### src/timer_unit_pkg.sv
/*
 * Shared constants for the five timer/counter unit: legacy and wide timer
 * mode codes, reset values and divider counts.
 * Assumes a single 100 MHz clock; slower rates are enable pulses.
 */
package timer_unit_pkg;
    localparam int          CLK_MHZ           = 100;
    // Machine cycle is two core clocks; peripheral clock is one core clock
    localparam int          MACHINE_DIV       = 2;
    localparam int          PCLK_DIV          = 1;
    localparam logic [2:0]  LEG_MODE_13BIT    = 3'h0;
    localparam logic [2:0]  LEG_MODE_16BIT    = 3'h1;
    localparam logic [2:0]  LEG_MODE_RELOAD   = 3'h2;
    localparam logic [2:0]  LEG_MODE_SPLIT    = 3'h3;
    localparam logic [2:0]  LEG_MODE_PWM      = 3'h6;
    localparam logic [1:0]  WIDE_MODE_RELOAD  = 2'h0;
    localparam logic [1:0]  WIDE_MODE_CAPTURE = 2'h1;
    localparam logic [1:0]  WIDE_MODE_PWM     = 2'h2;
    localparam int          PRESCALE_BITS     = 5;
    localparam logic [15:0] COUNT_RESET       = 16'h0000;
    localparam logic        TOGGLE_RESET      = 1'b1;
endpackage : timer_unit_pkg

### src/five_timer_counter_unit.sv
/*
 * Top of the five timer/counter unit: two legacy timers and three wide
 * timers, machine-cycle and peripheral-clock dividers, toggle outputs,
 * sticky overflow flags. All control and status bits are plain ports.
 * Assumes all pin inputs are already synchronous to clk.
 */
`timescale 1ns/1ps
// Summary of operation
// RQ1: Legacy timers in timer function step once per machine cycle.
// RQ2: Legacy counters step on falling count pin, sampled each machine cycle.
// RQ3: Legacy timers offer modes 0, 1, 2, 3 and 6.
// RQ4: Mode 0 is an 8-bit counter behind a divide-by-32 prescaler.
// RQ5: Mode 1 uses all sixteen count bits.
// RQ6: Mode 2 is an 8-bit counter reloading on overflow.
// RQ7: Second legacy timer stops counting in mode 3.
// RQ8: First legacy timer in mode 3 splits into two 8-bit counters.
// RQ9: Second legacy timer still feeds baud overflow in mode 3.
// RQ10: Mode 6 is a PWM with a 256-machine-cycle (512-clock) period.
// RQ11: Legacy toggle output inverts on each overflow on the count pin.
// RQ12: Toggle outputs sit high until the first overflow after enable.
// RQ13: Wide timers step once per peripheral clock in timer function.
// RQ14: Wide counters step on falling count pin, sampled each machine cycle.
// RQ15: Each wide timer has a trigger pin whose falling edge acts.
// RQ16: Wide timers offer modes 0, 1 and 2.
// RQ17: Wide mode 0 reloads on overflow or trigger falling edge.
// RQ18: Wide mode 1 captures the count on trigger falling edge.
// RQ19: Wide mode 2 is PWM with programmable duty and period.
// RQ20: Wide toggle output inverts on each overflow on the count pin.
// RQ21: Each timer sets a sticky overflow flag software can clear.
module five_timer_counter_unit (
    input  wire logic        clk,
    input  wire logic        rst_n,
    input  wire logic [1:0]  legacy_run,
    input  wire logic [1:0]  legacy_counter_mode,
    input  wire logic [2:0]  legacy_a_mode,
    input  wire logic [2:0]  legacy_b_mode,
    input  wire logic [15:0] legacy_a_load_value,
    input  wire logic [15:0] legacy_b_load_value,
    input  wire logic [1:0]  legacy_load,
    input  wire logic [1:0]  legacy_toggle_enable,
    input  wire logic        legacy_timer_a_pin,
    input  wire logic        legacy_timer_b_pin,
    input  wire logic [2:0]  wide_run,
    input  wire logic [2:0]  wide_counter_mode,
    input  wire logic [5:0]  wide_mode,
    input  wire logic [47:0] wide_reload_value,
    input  wire logic [47:0] wide_duty_value,
    input  wire logic [2:0]  wide_trigger_enable,
    input  wire logic [2:0]  wide_toggle_enable,
    input  wire logic        wide_timer_a_pin,
    input  wire logic        wide_timer_b_pin,
    input  wire logic        wide_timer_c_pin,
    input  wire logic [2:0]  wide_timer_trigger_pin,
    input  wire logic [5:0]  ovf_flag_clear,
    output logic [15:0]      legacy_a_count,
    output logic [15:0]      legacy_b_count,
    output logic [47:0]      wide_count,
    output logic [47:0]      wide_capture,
    output logic [5:0]       ovf_flag,
    output logic             baud_overflow,
    output logic [1:0]       legacy_toggle_out,
    output logic [2:0]       wide_toggle_out,
    output logic [1:0]       legacy_pwm_out,
    output logic [2:0]       wide_pwm_out
);
    // Flag order: legacy a low, legacy a high byte, legacy b, wide a, b, c
    logic        machine_tick;
    logic        pclk_tick;
    logic        mdiv;
    logic [15:0] leg_count [2];
    logic [1:0]  leg_ovf;
    logic        leg_a_ovf_high;
    logic [1:0]  leg_pwm;
    logic [2:0]  wid_ovf;
    logic [2:0]  wid_pwm;
    logic [15:0] wid_count [3];
    logic [15:0] wid_cap [3];
    logic [2:0]  wide_pins;
    logic [1:0]  leg_tog_en_prev;
    logic [2:0]  wid_tog_en_prev;
    logic [5:0]  events;

    // The enable logic below is hard-wired for these two divider ratios
    if (timer_unit_pkg::MACHINE_DIV != 2 || timer_unit_pkg::PCLK_DIV != 1) begin : g_bad_div
        $error("Divider settings not supported");
    end

    // Machine cycle enable: one pulse every two clocks
    always_ff @(posedge clk) begin
        if (!rst_n)
            mdiv <= 1'b0;
        else
            mdiv <= ~mdiv;
    end
    assign machine_tick = mdiv;
    assign pclk_tick    = 1'b1; // [RQ13]

    // [RQ3]
    legacy_timer #(.IS_SECOND(1'b0)) u_leg_a (
        .clk          (clk),
        .rst_n        (rst_n),
        .tick         (machine_tick),
        .run          (legacy_run[0]),
        .counter_mode (legacy_counter_mode[0]),
        .mode         (legacy_a_mode),
        .count_pin    (legacy_timer_a_pin),
        .load_value   (legacy_a_load_value),
        .load         (legacy_load[0]),
        .count        (leg_count[0]),
        .ovf          (leg_ovf[0]),
        .ovf_high     (leg_a_ovf_high),
        .pwm          (leg_pwm[0])
    );

    legacy_timer #(.IS_SECOND(1'b1)) u_leg_b (
        .clk          (clk),
        .rst_n        (rst_n),
        .tick         (machine_tick),
        .run          (legacy_run[1]),
        .counter_mode (legacy_counter_mode[1]),
        .mode         (legacy_b_mode),
        .count_pin    (legacy_timer_b_pin),
        .load_value   (legacy_b_load_value),
        .load         (legacy_load[1]),
        .count        (leg_count[1]),
        .ovf          (leg_ovf[1]),
        .ovf_high     (),
        .pwm          (leg_pwm[1])
    );

    assign wide_pins = {wide_timer_c_pin, wide_timer_b_pin, wide_timer_a_pin};

    // [RQ16]
    for (genvar i = 0; i < 3; i++) begin : g_wide
        wide_timer u_wide (
            .clk            (clk),
            .rst_n          (rst_n),
            .tick           (pclk_tick),
            .sample         (machine_tick),
            .run            (wide_run[i]),
            .counter_mode   (wide_counter_mode[i]),
            .mode           (wide_mode[2*i +: 2]),
            .count_pin      (wide_pins[i]),
            .trigger_pin    (wide_timer_trigger_pin[i]),
            .trigger_enable (wide_trigger_enable[i]),
            .reload_value   (wide_reload_value[16*i +: 16]),
            .duty_value     (wide_duty_value[16*i +: 16]),
            .count          (wid_count[i]),
            .capture        (wid_cap[i]),
            .ovf            (wid_ovf[i]),
            .pwm            (wid_pwm[i])
        );
    end

    always_ff @(posedge clk) begin
        if (!rst_n) begin
            legacy_a_count <= timer_unit_pkg::COUNT_RESET;
            legacy_b_count <= timer_unit_pkg::COUNT_RESET;
            wide_count     <= 48'h000000000000;
            wide_capture   <= 48'h000000000000;
            legacy_pwm_out <= 2'h0;
            wide_pwm_out   <= 3'h0;
        end else begin
            legacy_a_count <= leg_count[0];
            legacy_b_count <= leg_count[1];
            wide_count     <= {wid_count[2], wid_count[1], wid_count[0]};
            wide_capture   <= {wid_cap[2], wid_cap[1], wid_cap[0]};
            legacy_pwm_out <= leg_pwm;
            wide_pwm_out   <= wid_pwm;
        end
    end

    // Overflow of the second timer reaches the serial port in every mode [RQ9]
    always_ff @(posedge clk) begin
        if (!rst_n)
            baud_overflow <= 1'b0;
        else
            baud_overflow <= leg_ovf[1] ||
                (legacy_b_mode == timer_unit_pkg::LEG_MODE_SPLIT && legacy_run[1] &&
                 machine_tick && leg_count[1][7:0] == 8'hFF);
    end

    // Rising enable forces the pin high; each overflow then inverts it
    always_ff @(posedge clk) begin
        if (!rst_n) begin
            leg_tog_en_prev   <= 2'h0;
            legacy_toggle_out <= {2{timer_unit_pkg::TOGGLE_RESET}};
        end else begin
            leg_tog_en_prev <= legacy_toggle_enable;
            for (int i = 0; i < 2; i++) begin
                if (legacy_toggle_enable[i] && !leg_tog_en_prev[i])
                    legacy_toggle_out[i] <= 1'b1; // [RQ12]
                else if (legacy_toggle_enable[i] && leg_ovf[i])
                    legacy_toggle_out[i] <= ~legacy_toggle_out[i]; // [RQ11]
            end
        end
    end

    always_ff @(posedge clk) begin
        if (!rst_n) begin
            wid_tog_en_prev <= 3'h0;
            wide_toggle_out <= {3{timer_unit_pkg::TOGGLE_RESET}};
        end else begin
            wid_tog_en_prev <= wide_toggle_enable;
            for (int i = 0; i < 3; i++) begin
                if (wide_toggle_enable[i] && !wid_tog_en_prev[i])
                    wide_toggle_out[i] <= 1'b1; // [RQ12]
                else if (wide_toggle_enable[i] && wid_ovf[i])
                    wide_toggle_out[i] <= ~wide_toggle_out[i]; // [RQ20]
            end
        end
    end

    assign events = {wid_ovf, leg_ovf[1], leg_a_ovf_high, leg_ovf[0]};

    // Set beats clear so an overflow in the clearing cycle survives
    always_ff @(posedge clk) begin
        if (!rst_n)
            ovf_flag <= 6'h00;
        else
            ovf_flag <= (ovf_flag & ~ovf_flag_clear) | events; // [RQ21]
    end
endmodule : five_timer_counter_unit

### src/legacy_timer.sv
/*
 * One legacy-compatible timer/counter with modes 0, 1, 2, 3 and 6.
 * Assumes tick is a one-cycle enable and count_pin is synchronous.
 */
`timescale 1ns/1ps
module legacy_timer #(
    parameter bit IS_SECOND = 1'b0
) (
    input  wire logic        clk,
    input  wire logic        rst_n,
    input  wire logic        tick,
    input  wire logic        run,
    input  wire logic        counter_mode,
    input  wire logic [2:0]  mode,
    input  wire logic        count_pin,
    input  wire logic [15:0] load_value,
    input  wire logic        load,
    output logic [15:0]      count,
    output logic             ovf,
    output logic             ovf_high,
    output logic             pwm
);
    logic        pin_prev;
    logic        step;
    logic [15:0] next_count;
    logic        next_ovf;
    logic        next_ovf_high;

    always_ff @(posedge clk) begin
        if (!rst_n)
            pin_prev <= 1'b1;
        else if (tick)
            pin_prev <= count_pin;
    end

    // [RQ1] [RQ2]
    assign step = tick && run && (counter_mode ? (pin_prev && !count_pin) : 1'b1);

    always_comb begin
        next_count    = count;
        next_ovf      = 1'b0;
        next_ovf_high = 1'b0;
        if (step) begin
            case (mode)
                timer_unit_pkg::LEG_MODE_13BIT: begin // [RQ4]
                    next_count[4:0] = count[4:0] + 5'h01;
                    if (count[4:0] == 5'h1F) begin
                        next_count[15:8] = count[15:8] + 8'h01;
                        next_ovf = (count[15:8] == 8'hFF);
                    end
                end
                timer_unit_pkg::LEG_MODE_16BIT: begin // [RQ5]
                    next_count = count + 16'h0001;
                    next_ovf   = (count == 16'hFFFF);
                end
                timer_unit_pkg::LEG_MODE_RELOAD: begin // [RQ6]
                    next_ovf = (count[7:0] == 8'hFF);
                    next_count[7:0] = next_ovf ? count[15:8] : count[7:0] + 8'h01;
                end
                timer_unit_pkg::LEG_MODE_SPLIT: begin
                    if (!IS_SECOND) begin // [RQ8]
                        next_count[7:0] = count[7:0] + 8'h01;
                        next_ovf = (count[7:0] == 8'hFF);
                        next_count[15:8] = count[15:8] + 8'h01;
                        next_ovf_high = (count[15:8] == 8'hFF);
                    end
                    // Second timer holds its count in split mode [RQ7]
                end
                timer_unit_pkg::LEG_MODE_PWM: begin // [RQ10]
                    next_count[7:0] = count[7:0] + 8'h01;
                    next_ovf = (count[7:0] == 8'hFF);
                end
                default: next_count = count;
            endcase
        end
    end

    always_ff @(posedge clk) begin
        if (!rst_n) begin
            count    <= timer_unit_pkg::COUNT_RESET;
            ovf      <= 1'b0;
            ovf_high <= 1'b0;
        end else if (load) begin
            count    <= load_value;
            ovf      <= 1'b0;
            ovf_high <= 1'b0;
        end else begin
            count    <= next_count;
            ovf      <= next_ovf;
            ovf_high <= next_ovf_high;
        end
    end

    // Duty held in the high byte; low byte sweeps the 256-machine-cycle period [RQ10]
    always_ff @(posedge clk) begin
        if (!rst_n)
            pwm <= 1'b0;
        else
            pwm <= (mode == timer_unit_pkg::LEG_MODE_PWM) && (count[7:0] < count[15:8]);
    end
endmodule : legacy_timer

### src/wide_timer.sv
/*
 * One 16-bit timer/counter with reload, capture and PWM modes.
 * Assumes tick is a one-cycle enable and pins are synchronous.
 */
`timescale 1ns/1ps
module wide_timer (
    input  wire logic        clk,
    input  wire logic        rst_n,
    input  wire logic        tick,
    input  wire logic        sample,
    input  wire logic        run,
    input  wire logic        counter_mode,
    input  wire logic [1:0]  mode,
    input  wire logic        count_pin,
    input  wire logic        trigger_pin,
    input  wire logic        trigger_enable,
    input  wire logic [15:0] reload_value,
    input  wire logic [15:0] duty_value,
    output logic [15:0]      count,
    output logic [15:0]      capture,
    output logic             ovf,
    output logic             pwm
);
    logic pin_prev;
    logic trig_prev;
    logic pin_fall;
    logic trig_fall;
    logic step;
    logic wrap;

    // Both pins sampled once per machine cycle [RQ14]
    always_ff @(posedge clk) begin
        if (!rst_n) begin
            pin_prev  <= 1'b1;
            trig_prev <= 1'b1;
        end else if (sample) begin
            pin_prev  <= count_pin;
            trig_prev <= trigger_pin;
        end
    end

    assign pin_fall  = sample && pin_prev && !count_pin;
    assign trig_fall = sample && trig_prev && !trigger_pin && trigger_enable; // [RQ15]
    assign step      = run && (counter_mode ? pin_fall : tick); // [RQ13] [RQ14]
    // PWM period ends at the reload value, giving programmable full period
    assign wrap      = (mode == timer_unit_pkg::WIDE_MODE_PWM) ? (count == reload_value)
                                                               : (count == 16'hFFFF);

    always_ff @(posedge clk) begin
        if (!rst_n) begin
            count <= timer_unit_pkg::COUNT_RESET;
            ovf   <= 1'b0;
        end else begin
            ovf <= step && wrap;
            if (mode == timer_unit_pkg::WIDE_MODE_RELOAD && trig_fall)
                count <= reload_value; // [RQ17]
            else if (step && wrap)
                count <= (mode == timer_unit_pkg::WIDE_MODE_PWM) ? 16'h0000
                                                                  : reload_value; // [RQ17]
            else if (step)
                count <= count + 16'h0001;
        end
    end

    always_ff @(posedge clk) begin
        if (!rst_n)
            capture <= timer_unit_pkg::COUNT_RESET;
        else if (mode == timer_unit_pkg::WIDE_MODE_CAPTURE && trig_fall)
            capture <= count; // [RQ18]
    end

    always_ff @(posedge clk) begin
        if (!rst_n)
            pwm <= 1'b0;
        else
            pwm <= (mode == timer_unit_pkg::WIDE_MODE_PWM) && (count < duty_value); // [RQ19]
    end
endmodule : wide_timer

### config.mk
export PLATFORM = sky130hd
export DESIGN_NAME = five_timer_counter_unit
export DESIGN_NICKNAME = d
export VERILOG_FILES = /design/src/timer_unit_pkg.sv /design/src/five_timer_counter_unit.sv /design/src/legacy_timer.sv /design/src/wide_timer.sv
export SDC_FILE = /design/constraint.sdc
export NUM_CORES = 1
export LEC_CHECK = 0
export BUFFER_PORTS_ARGS = -buffer_cell sky130_fd_sc_hd__buf_4
export CAP_MARGIN = 5
export CORE_MARGIN = 3
export CORE_UTILIZATION = 45
export DETAILED_ROUTE_END_ITERATION = 10
export MAX_ROUTING_LAYER = met4
export PLACE_DENSITY = 0.77
export SYNTH_ARGS = -nofsm -noshare
export SYNTH_HDL_FRONTEND = slang
export SYNTH_SLANG_ARGS = --single-unit
export TNS_END_PERCENT = 100
### constraint.sdc
create_clock -name clk -period 4.1 [get_ports clk]
set_input_delay 0.82 -clock clk [delete_from_list [all_inputs] [get_ports clk]]
set_output_delay 0.82 -clock clk [all_outputs]
set_load 0.02 [all_outputs]
[After elaboration in Yosys (flattened, before gate mapping)]
Cells that the tools add are included.
Cells by class
  reduce and logical (&&, ||, !) cells: 98
  bitwise operators: 13
  add/subtract/negate cells: 11
  magnitude comparators: 5
  multiplexer cells: 38
  equality and inequality tests: 30
Operators with widths (count)
  16-bit two-way mux: 16
  16-bit by 1-bit adder with 16-bit output, second input constant: 5
  16-bit equality test, second input constant: 5
  1-bit logical AND: 51
  16-bit equality test: 3
  16-bit < comparator: 3
  5-bit case mux with 4 select lines: 2
  8-bit by 1-bit adder with 8-bit output, second input constant: 4
  8-bit equality test, second input constant: 4
  8-bit two-way mux: 4
  8-bit case mux with 3 select lines: 1
  3-bit case mux with 3 select lines: 2
  8-bit < comparator: 2
  8-bit case mux with 2 select lines: 1
  2-bit OR reduction: 7
  1-bit zero test: 13
  3-bit by 2-bit equality test with 1-bit output, second input constant: 4
  3-bit nonzero test: 4
  4-bit nonzero test: 3
  5-bit by 1-bit adder with 5-bit output, second input constant: 2
  5-bit equality test, second input constant: 2
  1-bit two-way mux: 10
  1-bit inverter: 10
  5-bit nonzero test: 2
  17 further kinds: 35
Word-level totals
  input port bits: 176
  word-level logic and storage cells: 242
  register bits after elaboration: 298

[Longest topological paths before layout]
Gate-level depths: netlist (run 1).
  depth after elaboration: 7
  depth in mapped cells: 12
  mapped depth without buffers: 9

[By module]
From an unflattened synthesis (run 1), not the netlist that was laid out.
Unflattened totals
  cells, all modules: 1775
  area, all modules: 15532.4 sq um
By module, submodules not included
  wide_timer: cells an instance 352, sequential area each 720.7 sq um, instances 3, area an instance 2767.7 sq um
  five_timer_counter_unit: cells an instance 345, sequential area each 3022.9 sq um, instances 1, area an instance 4230.3 sq um
  legacy_timer (u_leg_a): cells an instance 192, sequential area each 400.4 sq um, instances 1, area an instance 1544.0 sq um
  legacy_timer (u_leg_b): cells an instance 182, sequential area each 380.4 sq um, instances 1, area an instance 1455.1 sq um

[Worst setup path after synthesis (run 1)]
OpenSTA, ideal clock, no wires.
  kind: in2reg
  start point: in wide_mode[4]
  end point: reg g_wide[2].u_wide.count[14]
  stages: 10
  setup time: 71 ps
  slack: 723 ps
  arrival time: 3306 ps
  required time: 4029 ps
  buffers on the path: 3
  cell sequence: buf_6 > nand2b_1 > buf_6 > o21a_1 > or4_1 > or4_4 > nor4_4 > buf_6 > mux2i_1 > o2bb2ai_1
Between the ends
  word-level cells in the longest chain between the ends: 5
  elaborated cells between the ends (all ways): 9
  those cells by class: 1 x eq/ne; 4 x mux; 4 x reduce/logical
Ends and longest elaborated chain
  start, declared: RTL line five_timer_counter_unit.sv:45  | input wire logic [5:0] wide_mode,
  2-bit equality test: RTL line wide_timer.sv:46, wide_timer.sv:58
  1-bit two-way mux: RTL line wide_timer.sv:46  | assign wrap = (mode == timer_unit_pkg::WIDE_MODE_PWM) ? (count == reload_value)
  1-bit logical AND: RTL line wide_timer.sv:57  | else if (step && wrap)
  16-bit two-way mux: RTL line wide_timer.sv:57
  16-bit two-way mux: RTL line wide_timer.sv:55  | if (mode == timer_unit_pkg::WIDE_MODE_RELOAD && trig_fall)
  end signal, assigned: RTL line wide_timer.sv:56  | count <= reload_value;
  end signal, assigned: RTL line wide_timer.sv:58  | count <= (mode == timer_unit_pkg::WIDE_MODE_PWM) ? 16'h0000
  end signal, assigned: RTL line wide_timer.sv:61  | count <= count + 16'h0001;
  end, declared: RTL line wide_timer.sv:19  | output logic [15:0] count,
Several ways; a longest one is shown, not always the timed one.
A chain may end at the register's enable or synchronous reset.

[Final worst setup path (run 1)]
  start point: in wide_timer_c_pin
  end point: reg g_wide[2].u_wide.count[1]
Between the ends
  word-level cells in the longest chain between the ends: 7
  elaborated cells between the ends (all ways): 8
  those cells by class: 3 x mux; 5 x reduce/logical
Ends and longest elaborated chain
  start, declared: RTL line five_timer_counter_unit.sv:52  | input wire logic wide_timer_c_pin,
  1-bit zero test *: RTL line wide_timer.sv:42  | assign pin_fall = sample && pin_prev && !count_pin;
  1-bit logical AND *: RTL line wide_timer.sv:42
  1-bit two-way mux *: RTL line wide_timer.sv:44  | assign step = run && (counter_mode ? pin_fall : tick);
  1-bit logical AND *: RTL line wide_timer.sv:44
  1-bit logical AND: RTL line wide_timer.sv:57
  16-bit two-way mux: RTL line wide_timer.sv:57
  16-bit two-way mux: RTL line wide_timer.sv:55
Mark *: on every way between the ends. The rest lies on a longest branch, timed or not.

==> metrics, run 1 <==
crit path DAT roughly 3.5 ns; WP data required 4.45 ns; Max IR drop VDD slightly above 0.0003 V; Slew Viols, Final 0; Area growth, synth to finish 26.1%; CP endpoint kind flip-flop; largest net degree at the start of global routing ~100; clock slew at reported path FFs about 0.060 ns; DRT Pass-1 Iters 5; P_leak roughly 8.5 nW; Power Density 384 mW/mm^2; post-route design area around 0.019 mm^2; commonest cells in the netlist dfxtp_1 (298), nor2_1 (179), and2_1 (127); DIE HEIGHT roughly 190 um; final net count ~2300; GRT Total Usage 0.248; most frequent cell after synthesis dfxtp_1; First DRT Iteration DRCs between 1000 and 1500; Die X between 150 and 200 um; RR Startpoint g_wide[2].u_wide.count[12]; sequential share of the synthesized area 0.400; hpwl dp approximately 32000 um; largest family of logic cells by synthesized area simple AND/OR/NAND/NOR gates; post-CTS sizing 0; crit-path max FO 15; Synth Area per Inst around 8.5 um^2; Tot Pwr around 7 mW; Max-slew headroom 0.272; via count between 10000 and 15000; number of max-cap violations 0; CTS Buf Count 34; Setup Viol. Count Final 0; Hold Vio Cnt, Final 0; Crit Path Category in -> reg; Top Ports ~320; min Tclk post-route 3.17 ns; cell area after placement approximately 0.018 mm^2; Post-synth ARST share 0; area of the multi-input gates ~0.008 mm^2; routability congestion estimate about 0.93; post-synthesis adder-cell area fraction 0.0562; status complete, no violations; diode count 0; met2 WL post-DR about 21000 um; Synth top area share 0.400; CP startpoint wide_timer_c_pin; fill count 2921; Post-Syn Area ~0.015 mm^2; total grt overflow 0; top cells by area, synth dfxtp_1 (40%), ha_1 (5.6%), and2_1 (5.3%); Synth Register Bits approximately 300; CTS tree yes; die area 0.0353 mm^2; mux cell area share after synthesis 0.0558; Fmax approximately 320 MHz; syn nets roughly 2000; Compound-Gate Fraction of Synth Area 0.169; clock sink total a little under 300; DR WL/cell 17.9 um; Hold Path Class reg -> reg; IO buf count 320; YS warnings 0; Synth Instances 1744; FF/Latch Area 0.00597 mm^2; num rows between 60 and 70; dominant cell type by area after synthesis dfxtp_1; htree depth 2; first-pass GRT wire length about 70000 um; Final Cycle Share 0.774; Post-Synth Simple-Gate Area 0.228; layout cells sized above 1 0.206; Core Area 0.0326 mm^2; initial antenna violation count 0; vias in the first global route 13300; RSZ-0062 raised after global routing false; actual slew at the worst max-slew pin about 1.1 ns; metal3 WL 3380 um; # hold bufs at CTS 0; Synth Flop Type dfxtp_1; post-layout util 0.576; hold path start g_wide[2].u_wide.pwm; Post CTS Setup Buffer Count 0; Detailed Route WL 44300 um; Root Driver clkbuf_16; Setup TNS 0 ns; clk_skew between 0.01 and 0.015 ns; Synth Area in XOR/XNOR 0.0376; EDFF count, synth 0; via/cell ratio approximately 5.6; DR top layer met4; Metal-1 WL about 19000 um; Clock Tree Buf Depth 3; # DRC 0; final hold slack about 0.43 ns; Reg2Reg Setup Slack about 1.1 ns; post-synthesis cell type count between 70 and 80; Initial Utilization 0.457; clock latency on the worst-skew pair ~0.5 ns; Startpoint Class input pin; Routed Antenna Nets 0
==> logic make-up (layout without fill, tap and decap cells) <==
group / Yosys count / after routing
fa+ha+maj: 67 / 67
mux: 82 / 82
xor+xnor: 64 / 64
flops: 298 / 298
compound gates: 379 / 379
simple gates: 648 / 648
buf+inv: 206 / 493
==> stage by stage <==
stage	worst slack, ns	std cells
CTS	0.988	2473
global placement	0.526	2415
finish	0.925	2473
detailed placement	0.452	2415
global route	0.838	2473
floorplan	0.723	1744
==> path summary, 6_finish.rpt <==
kind                                     to  cells past startpoint
hold reg to reg             wide_pwm_out[2]                      1
hold / removal              wide_pwm_out[2]                      1
setup reg to reg  g_wide[2].u_wide.count[1]                      8
setup / recovery  g_wide[2].u_wide.count[1]                      9
==> registers in the layout, indices dropped and copies added (netlist names), 2 cells and up <==
name and count:
leg_tog_en_prev 2, g_wide.u_wide.ovf 3, wide_count 48, legacy_a_count 16
g_wide.u_wide.trig_prev 3, wide_pwm_out 3, g_wide.u_wide.capture 48, legacy_b_count 16
legacy_pwm_out 2, g_wide.u_wide.pwm 3, g_wide.u_wide.pin_prev 3, wide_capture 48
u_leg_b.count 16, wid_tog_en_prev 3, ovf_flag 6, g_wide.u_wide.count 48
u_leg_a.count 16, legacy_toggle_out 2, wide_toggle_out 3
==> worst max-delay path: stages <==
cell and delay, ns:
buf_4 0.13, and3b_1 0.30, o21ai_1 0.18, or4_1 0.56, or4_4 0.56, nor4_4 0.39, buf_4 0.32, o31ai_1 0.11
o21bai_1 0.17
==> where the power goes <==
| part | internal, mW | switching, mW | total (mW) |
|---|---|---|---|
| Combinational | 0.384 | 0.434 | 0.817 |
| Sequential | 2.98 | 0.129 | 3.11 |
| Clock | 2.09 | 1.19 | 3.28 |
| Total | 5.46 | 1.75 | 7.21 |
==> placed cells by master, fill, tap and decap left out, types with 7 or more instances in the layout <==
| cell | Yosys | routed |
|---|---|---|
| a211oi_1 | 17 | 17 |
| a21o_1 | 33 | 33 |
| a21oi_1 | 112 | 112 |
| a22oi_1 | 15 | 15 |
| a31oi_1 | 21 | 21 |
| a32oi_1 | 7 | 7 |
| and2_1 | 127 | 127 |
| and3_1 | 18 | 18 |
| and4_1 | 11 | 11 |
| buf_4 | 1 | 345 |
| bufinv_16 | 0 | 7 |
| clkbuf_16 | 0 | 35 |
| dfxtp_1 | 298 | 298 |
| ha_1 | 67 | 67 |
| inv_1 | 89 | 89 |
| mux2_2 | 9 | 9 |
| mux2i_1 | 73 | 73 |
| nand2_1 | 121 | 121 |
| nand2b_1 | 24 | 24 |
| nand3_1 | 30 | 30 |
| nand4_1 | 25 | 25 |
| nor2_1 | 179 | 179 |
| nor2b_1 | 12 | 12 |
| nor3_1 | 23 | 23 |
| nor3b_1 | 12 | 12 |
| nor4_1 | 13 | 13 |
| nor4bb_1 | 11 | 11 |
| o211ai_1 | 26 | 26 |
| o21ai_0 | 45 | 45 |
| o221ai_1 | 10 | 10 |
| o22ai_1 | 19 | 19 |
| o2bb2ai_1 | 7 | 7 |
| o31ai_1 | 8 | 8 |
| o32a_1 | 7 | 7 |
| or3_1 | 18 | 18 |
| xnor2_1 | 37 | 37 |
| xor2_1 | 27 | 27 |
==> area by class of cell <==
cell class,instances,share of cell area
Sequential cell,298,0.317
Tap cell,442,0.0294
Inverter,90,0.0181
Timing Repair Buffer,345,0.138
Multi-Input combinational cell,1240,0.433
Clock inverter,12,0.0128
Clock buffer,46,0.0515
==> routing by layer <==
| layer | GRT usage | up-vias |
|---|---|---|
| li1 | - | 6678 |
| met1 | 0.314 | 6403 |
| met2 | 0.405 | 613 |
| met3 | 0.0482 | 81 |
| met4 | 0.0707 | 0 |
| met5 | - | - |
(Power assumes the default switching activity.)
==> run 2, diff against run 1 <==
--- a/config.mk
+++ b/config.mk
@@ -11,7 +11,7 @@
 export CORE_UTILIZATION = 45
 export DETAILED_ROUTE_END_ITERATION = 10
 export MAX_ROUTING_LAYER = met4
-export PLACE_DENSITY = 0.77
+export PLACE_DENSITY = 0.8
 export SYNTH_ARGS = -nofsm -noshare
 export SYNTH_HDL_FRONTEND = slang
 export SYNTH_SLANG_ARGS = --single-unit
==> constraint.sdc (replaced) <==
create_clock -name clk -period 2.65 [get_ports clk]
set_input_delay 0.53 -clock clk [delete_from_list [all_inputs] [get_ports clk]]
set_output_delay 0.53 -clock clk [all_outputs]
set_load 0.02 [all_outputs]
==> run 2 against run 1 <==
Against the previous run:
- the flow now finishes with violations (negative setup slack)
- critical path type is now reg -> reg
- worst setup slack worse by 0.99 ns
- largest cell class unchanged
- sequential share of layout area is 0.99 points lower
- clock power is 48% higher
- sequential power increased by 54%
- critical endpoint is now g_wide[2].u_wide.count[6]
- global-route usage rose by 0.59 points
- combinational power grew 69%
==> metrics, run 2 (synthesized netlist as in run 1, its figures left out) <==
Core Area 0.0326 mm^2 (unchanged); total grt overflow 0 (unchanged); P_leak 8.92 nW (+4.4%); first-pass GRT wire length 72400 um (+2.9%); Setup TNS -0.440 ns (-0.440 ns); Crit Path Category reg -> reg; status complete, but fails checks; switching power 2.78 mW (+59%); Final Cycle Share 1.03; htree depth 2 (unchanged); Startpoint Class flip-flop; CTS tree yes; # placed instances 2477 (+2.6%); Top Ports 321 (unchanged); clock sink total 298 (unchanged); largest net degree at the start of global routing 67 (-36%); vias in the first global route 13900 (+4.6%); Slew Viols, Final 0 (unchanged); clock latency on the worst-skew pair 0.51 ns (about the same); IO buf count 320 (unchanged); initial antenna violation count 1 (+1); CP endpoint kind flip-flop; Power Internal 8.23 mW (+51%); # hold bufs at CTS 0 (unchanged); via count 14200 (+3.3%); # DRC 0 (unchanged); Tot Pwr 11.0 mW (+53%); clk_skew 0.0231 ns (+0.0102 ns); FF/Latch Area 0.00597 mm^2 (about the same); cell area after placement 0.0181 mm^2 (+3.0%); Max IR drop VDD 0.000512 V (+65%); Setup WS post-layout -0.0689 ns (-0.994 ns); Hold Path Class in -> reg; Fmax 368 MHz; Hold Vio Cnt, Final 0 (unchanged); final hold slack 0.241 ns (-0.187 ns); Non-Filler Instances 2542 (+2.8%); post-route design area 0.0194 mm^2 (+3.3%); clock share of power 0.441 (-0.014); final net count 2319 (+3.0%); Initial Utilization 0.457 (unchanged); most common library cell in the layout ignoring fill and taps buf_4; min Tclk post-route between 2 and 3 ns; WP data required 3.06 ns (-1.39 ns); GRT Total Usage 0.254 (+0.00592); Clock Tree Buf Depth 3 (unchanged); r2r worst-path depth 10 (+2); Root Driver clkbuf_16; fill count 2849 (-2.5%); RSZ-0062 raised after global routing true; die area 0.0353 mm^2 (unchanged); crit path DAT 3.13 ns (-0.40 ns); Place WS -0.384 ns (-0.836 ns); Detailed Route WL 45500 um (+2.5%); Power Density 567 mW/mm^2 (+48%); post-layout util 0.595 (+0.0188); hpwl dp 33000 um (+3.1%); failing checks negative setup slack; Switching Fraction 0.253 (+0.00925); number of max-cap violations 0 (unchanged); Reg2Reg Setup Slack -0.07 ns (-1.12 ns); CTS Buf Count 34 (unchanged); DIE HEIGHT 188 um (unchanged); crit-path max FO 5 (-10); CP max stage cell or4_4; Crit path largest cell delay 0.54 ns (-0.02 ns); Hold Path Depth 2 (+1); clock slew at reported path FFs 0.06 ns (about the same); RR Startpoint g_wide[2].u_wide.count[12]; Setup Viol. Count Final 14 (+14); Routed Antenna Nets 0 (unchanged); area of the multi-input gates 0.00821 mm^2 (+0.80%); most used cell, CP buf_6; num rows 66 (unchanged); Max-slew headroom 0.511 (+0.239); via/cell ratio 5.60 (+0.48%); Area growth, synth to finish 30.2%; routability congestion estimate 0.958 (+2.7%); r2r endpoint g_wide[2].u_wide.count[6]; crit path to g_wide[2].u_wide.count[6]; Comb power frac 0.125 (+0.012); CP startpoint g_wide[2].u_wide.count[12]; First DRT Iteration DRCs 1289 (+4.4%); DR WL/cell 17.9 um (-0.26%); commonest cells after routing, fill and taps aside buf_4 (404), dfxtp_1 (296), nor2_1 (178), and2_1 (127), nand2_1 (121); actual slew at the worst max-slew pin 0.731 ns (-0.352 ns); Die X 188 um (unchanged); DRT Pass-1 Iters 6 (+1); layout cells sized above 1 0.238 (+0.0324); crit-path cells or4b_1 -> a222oi_1 -> a21oi_1 -> or4_4 -> buf_6 -> nor4_4 -> buf_6 -> buf_4 -> o32a_4 -> o21ai_1; Reg power frac 0.434 (+0.003)
## run 2: cell count changes in the layout (fill, tap and decap cells not counted), moves of 3 or more
cell	before	now
buf_12	0	5
buf_4	345	404
buf_6	0	3
bufinv_16	7	3
clkbuf_1	6	2
clkinvlp_4	1	4
o21ai_0	45	42
o21ai_1	2	5
## run 2: routing by layer
| metal | vias up | share of wire | global-route usage |
|---|---|---|---|
| met2 | 617 | 0.47 | 0.413 |
| li1 | 6788 | - | - |
| met4 | 0 | 0.031 | 0.0860 |
| met5 | - | 0 | - |
| met1 | 6717 | 0.42 | 0.321 |
| met3 | 106 | 0.075 | 0.0436 |
## run 2: timing repair
action                     4_1_cts  5_1_grt
gates resized for setup          4       15
setup endpoints to repair        8       17
cloned                           0        1
buffers inserted                 0        4
pin swaps                        0        6
## run 2: area by class of cell
class,instances,share of cell area
flip-flops and latches,298,0.307
diodes,1,0.000129
inverters,90,0.0175
multi-input cells,1240,0.423
repair buffers,412,0.163
well taps,442,0.0285
clock buffers,44,0.0516
clock inverters,15,0.00883
## run 2: how the worst min path moves through the flow
stage	end	startpoint	slack (ns)
floorplan	legacy_pwm_out[0]	u_leg_a.pwm	0.41
global placement	wide_pwm_out[1]	g_wide[1].u_wide.pwm	0.41
detailed placement	wide_pwm_out[2]	g_wide[2].u_wide.pwm	0.43
CTS	g_wide[2].u_wide.pin_prev	wide_timer_c_pin	0.23
global route	leg_tog_en_prev[0]	legacy_toggle_enable[0]	0.24
finish	wid_tog_en_prev[2]	wide_toggle_enable[2]	0.24
## run 2: worst max-delay path, delay by kind of cell, from the launching register on
family,cells,cell delay [ns]
AOI/OAI and AO/OA,4,0.58
buffers and inverters,3,0.43
DFF,1,0.32
and+or+nand+nor,3,1.28
## run 2: power groups by stage
stage / Sequential, mW / Clock (mW) / Combinational (mW)
final: 4.78 / 4.86 / 1.38
after detailed placement: 4.87 / 0 / 1.35
after global routing: 4.79 / 5.15 / 1.51
after CTS: 4.77 / 4.95 / 1.36
after floorplan: 4.84 / 0 / 0.749
after global placement: 4.87 / 0 / 1.32
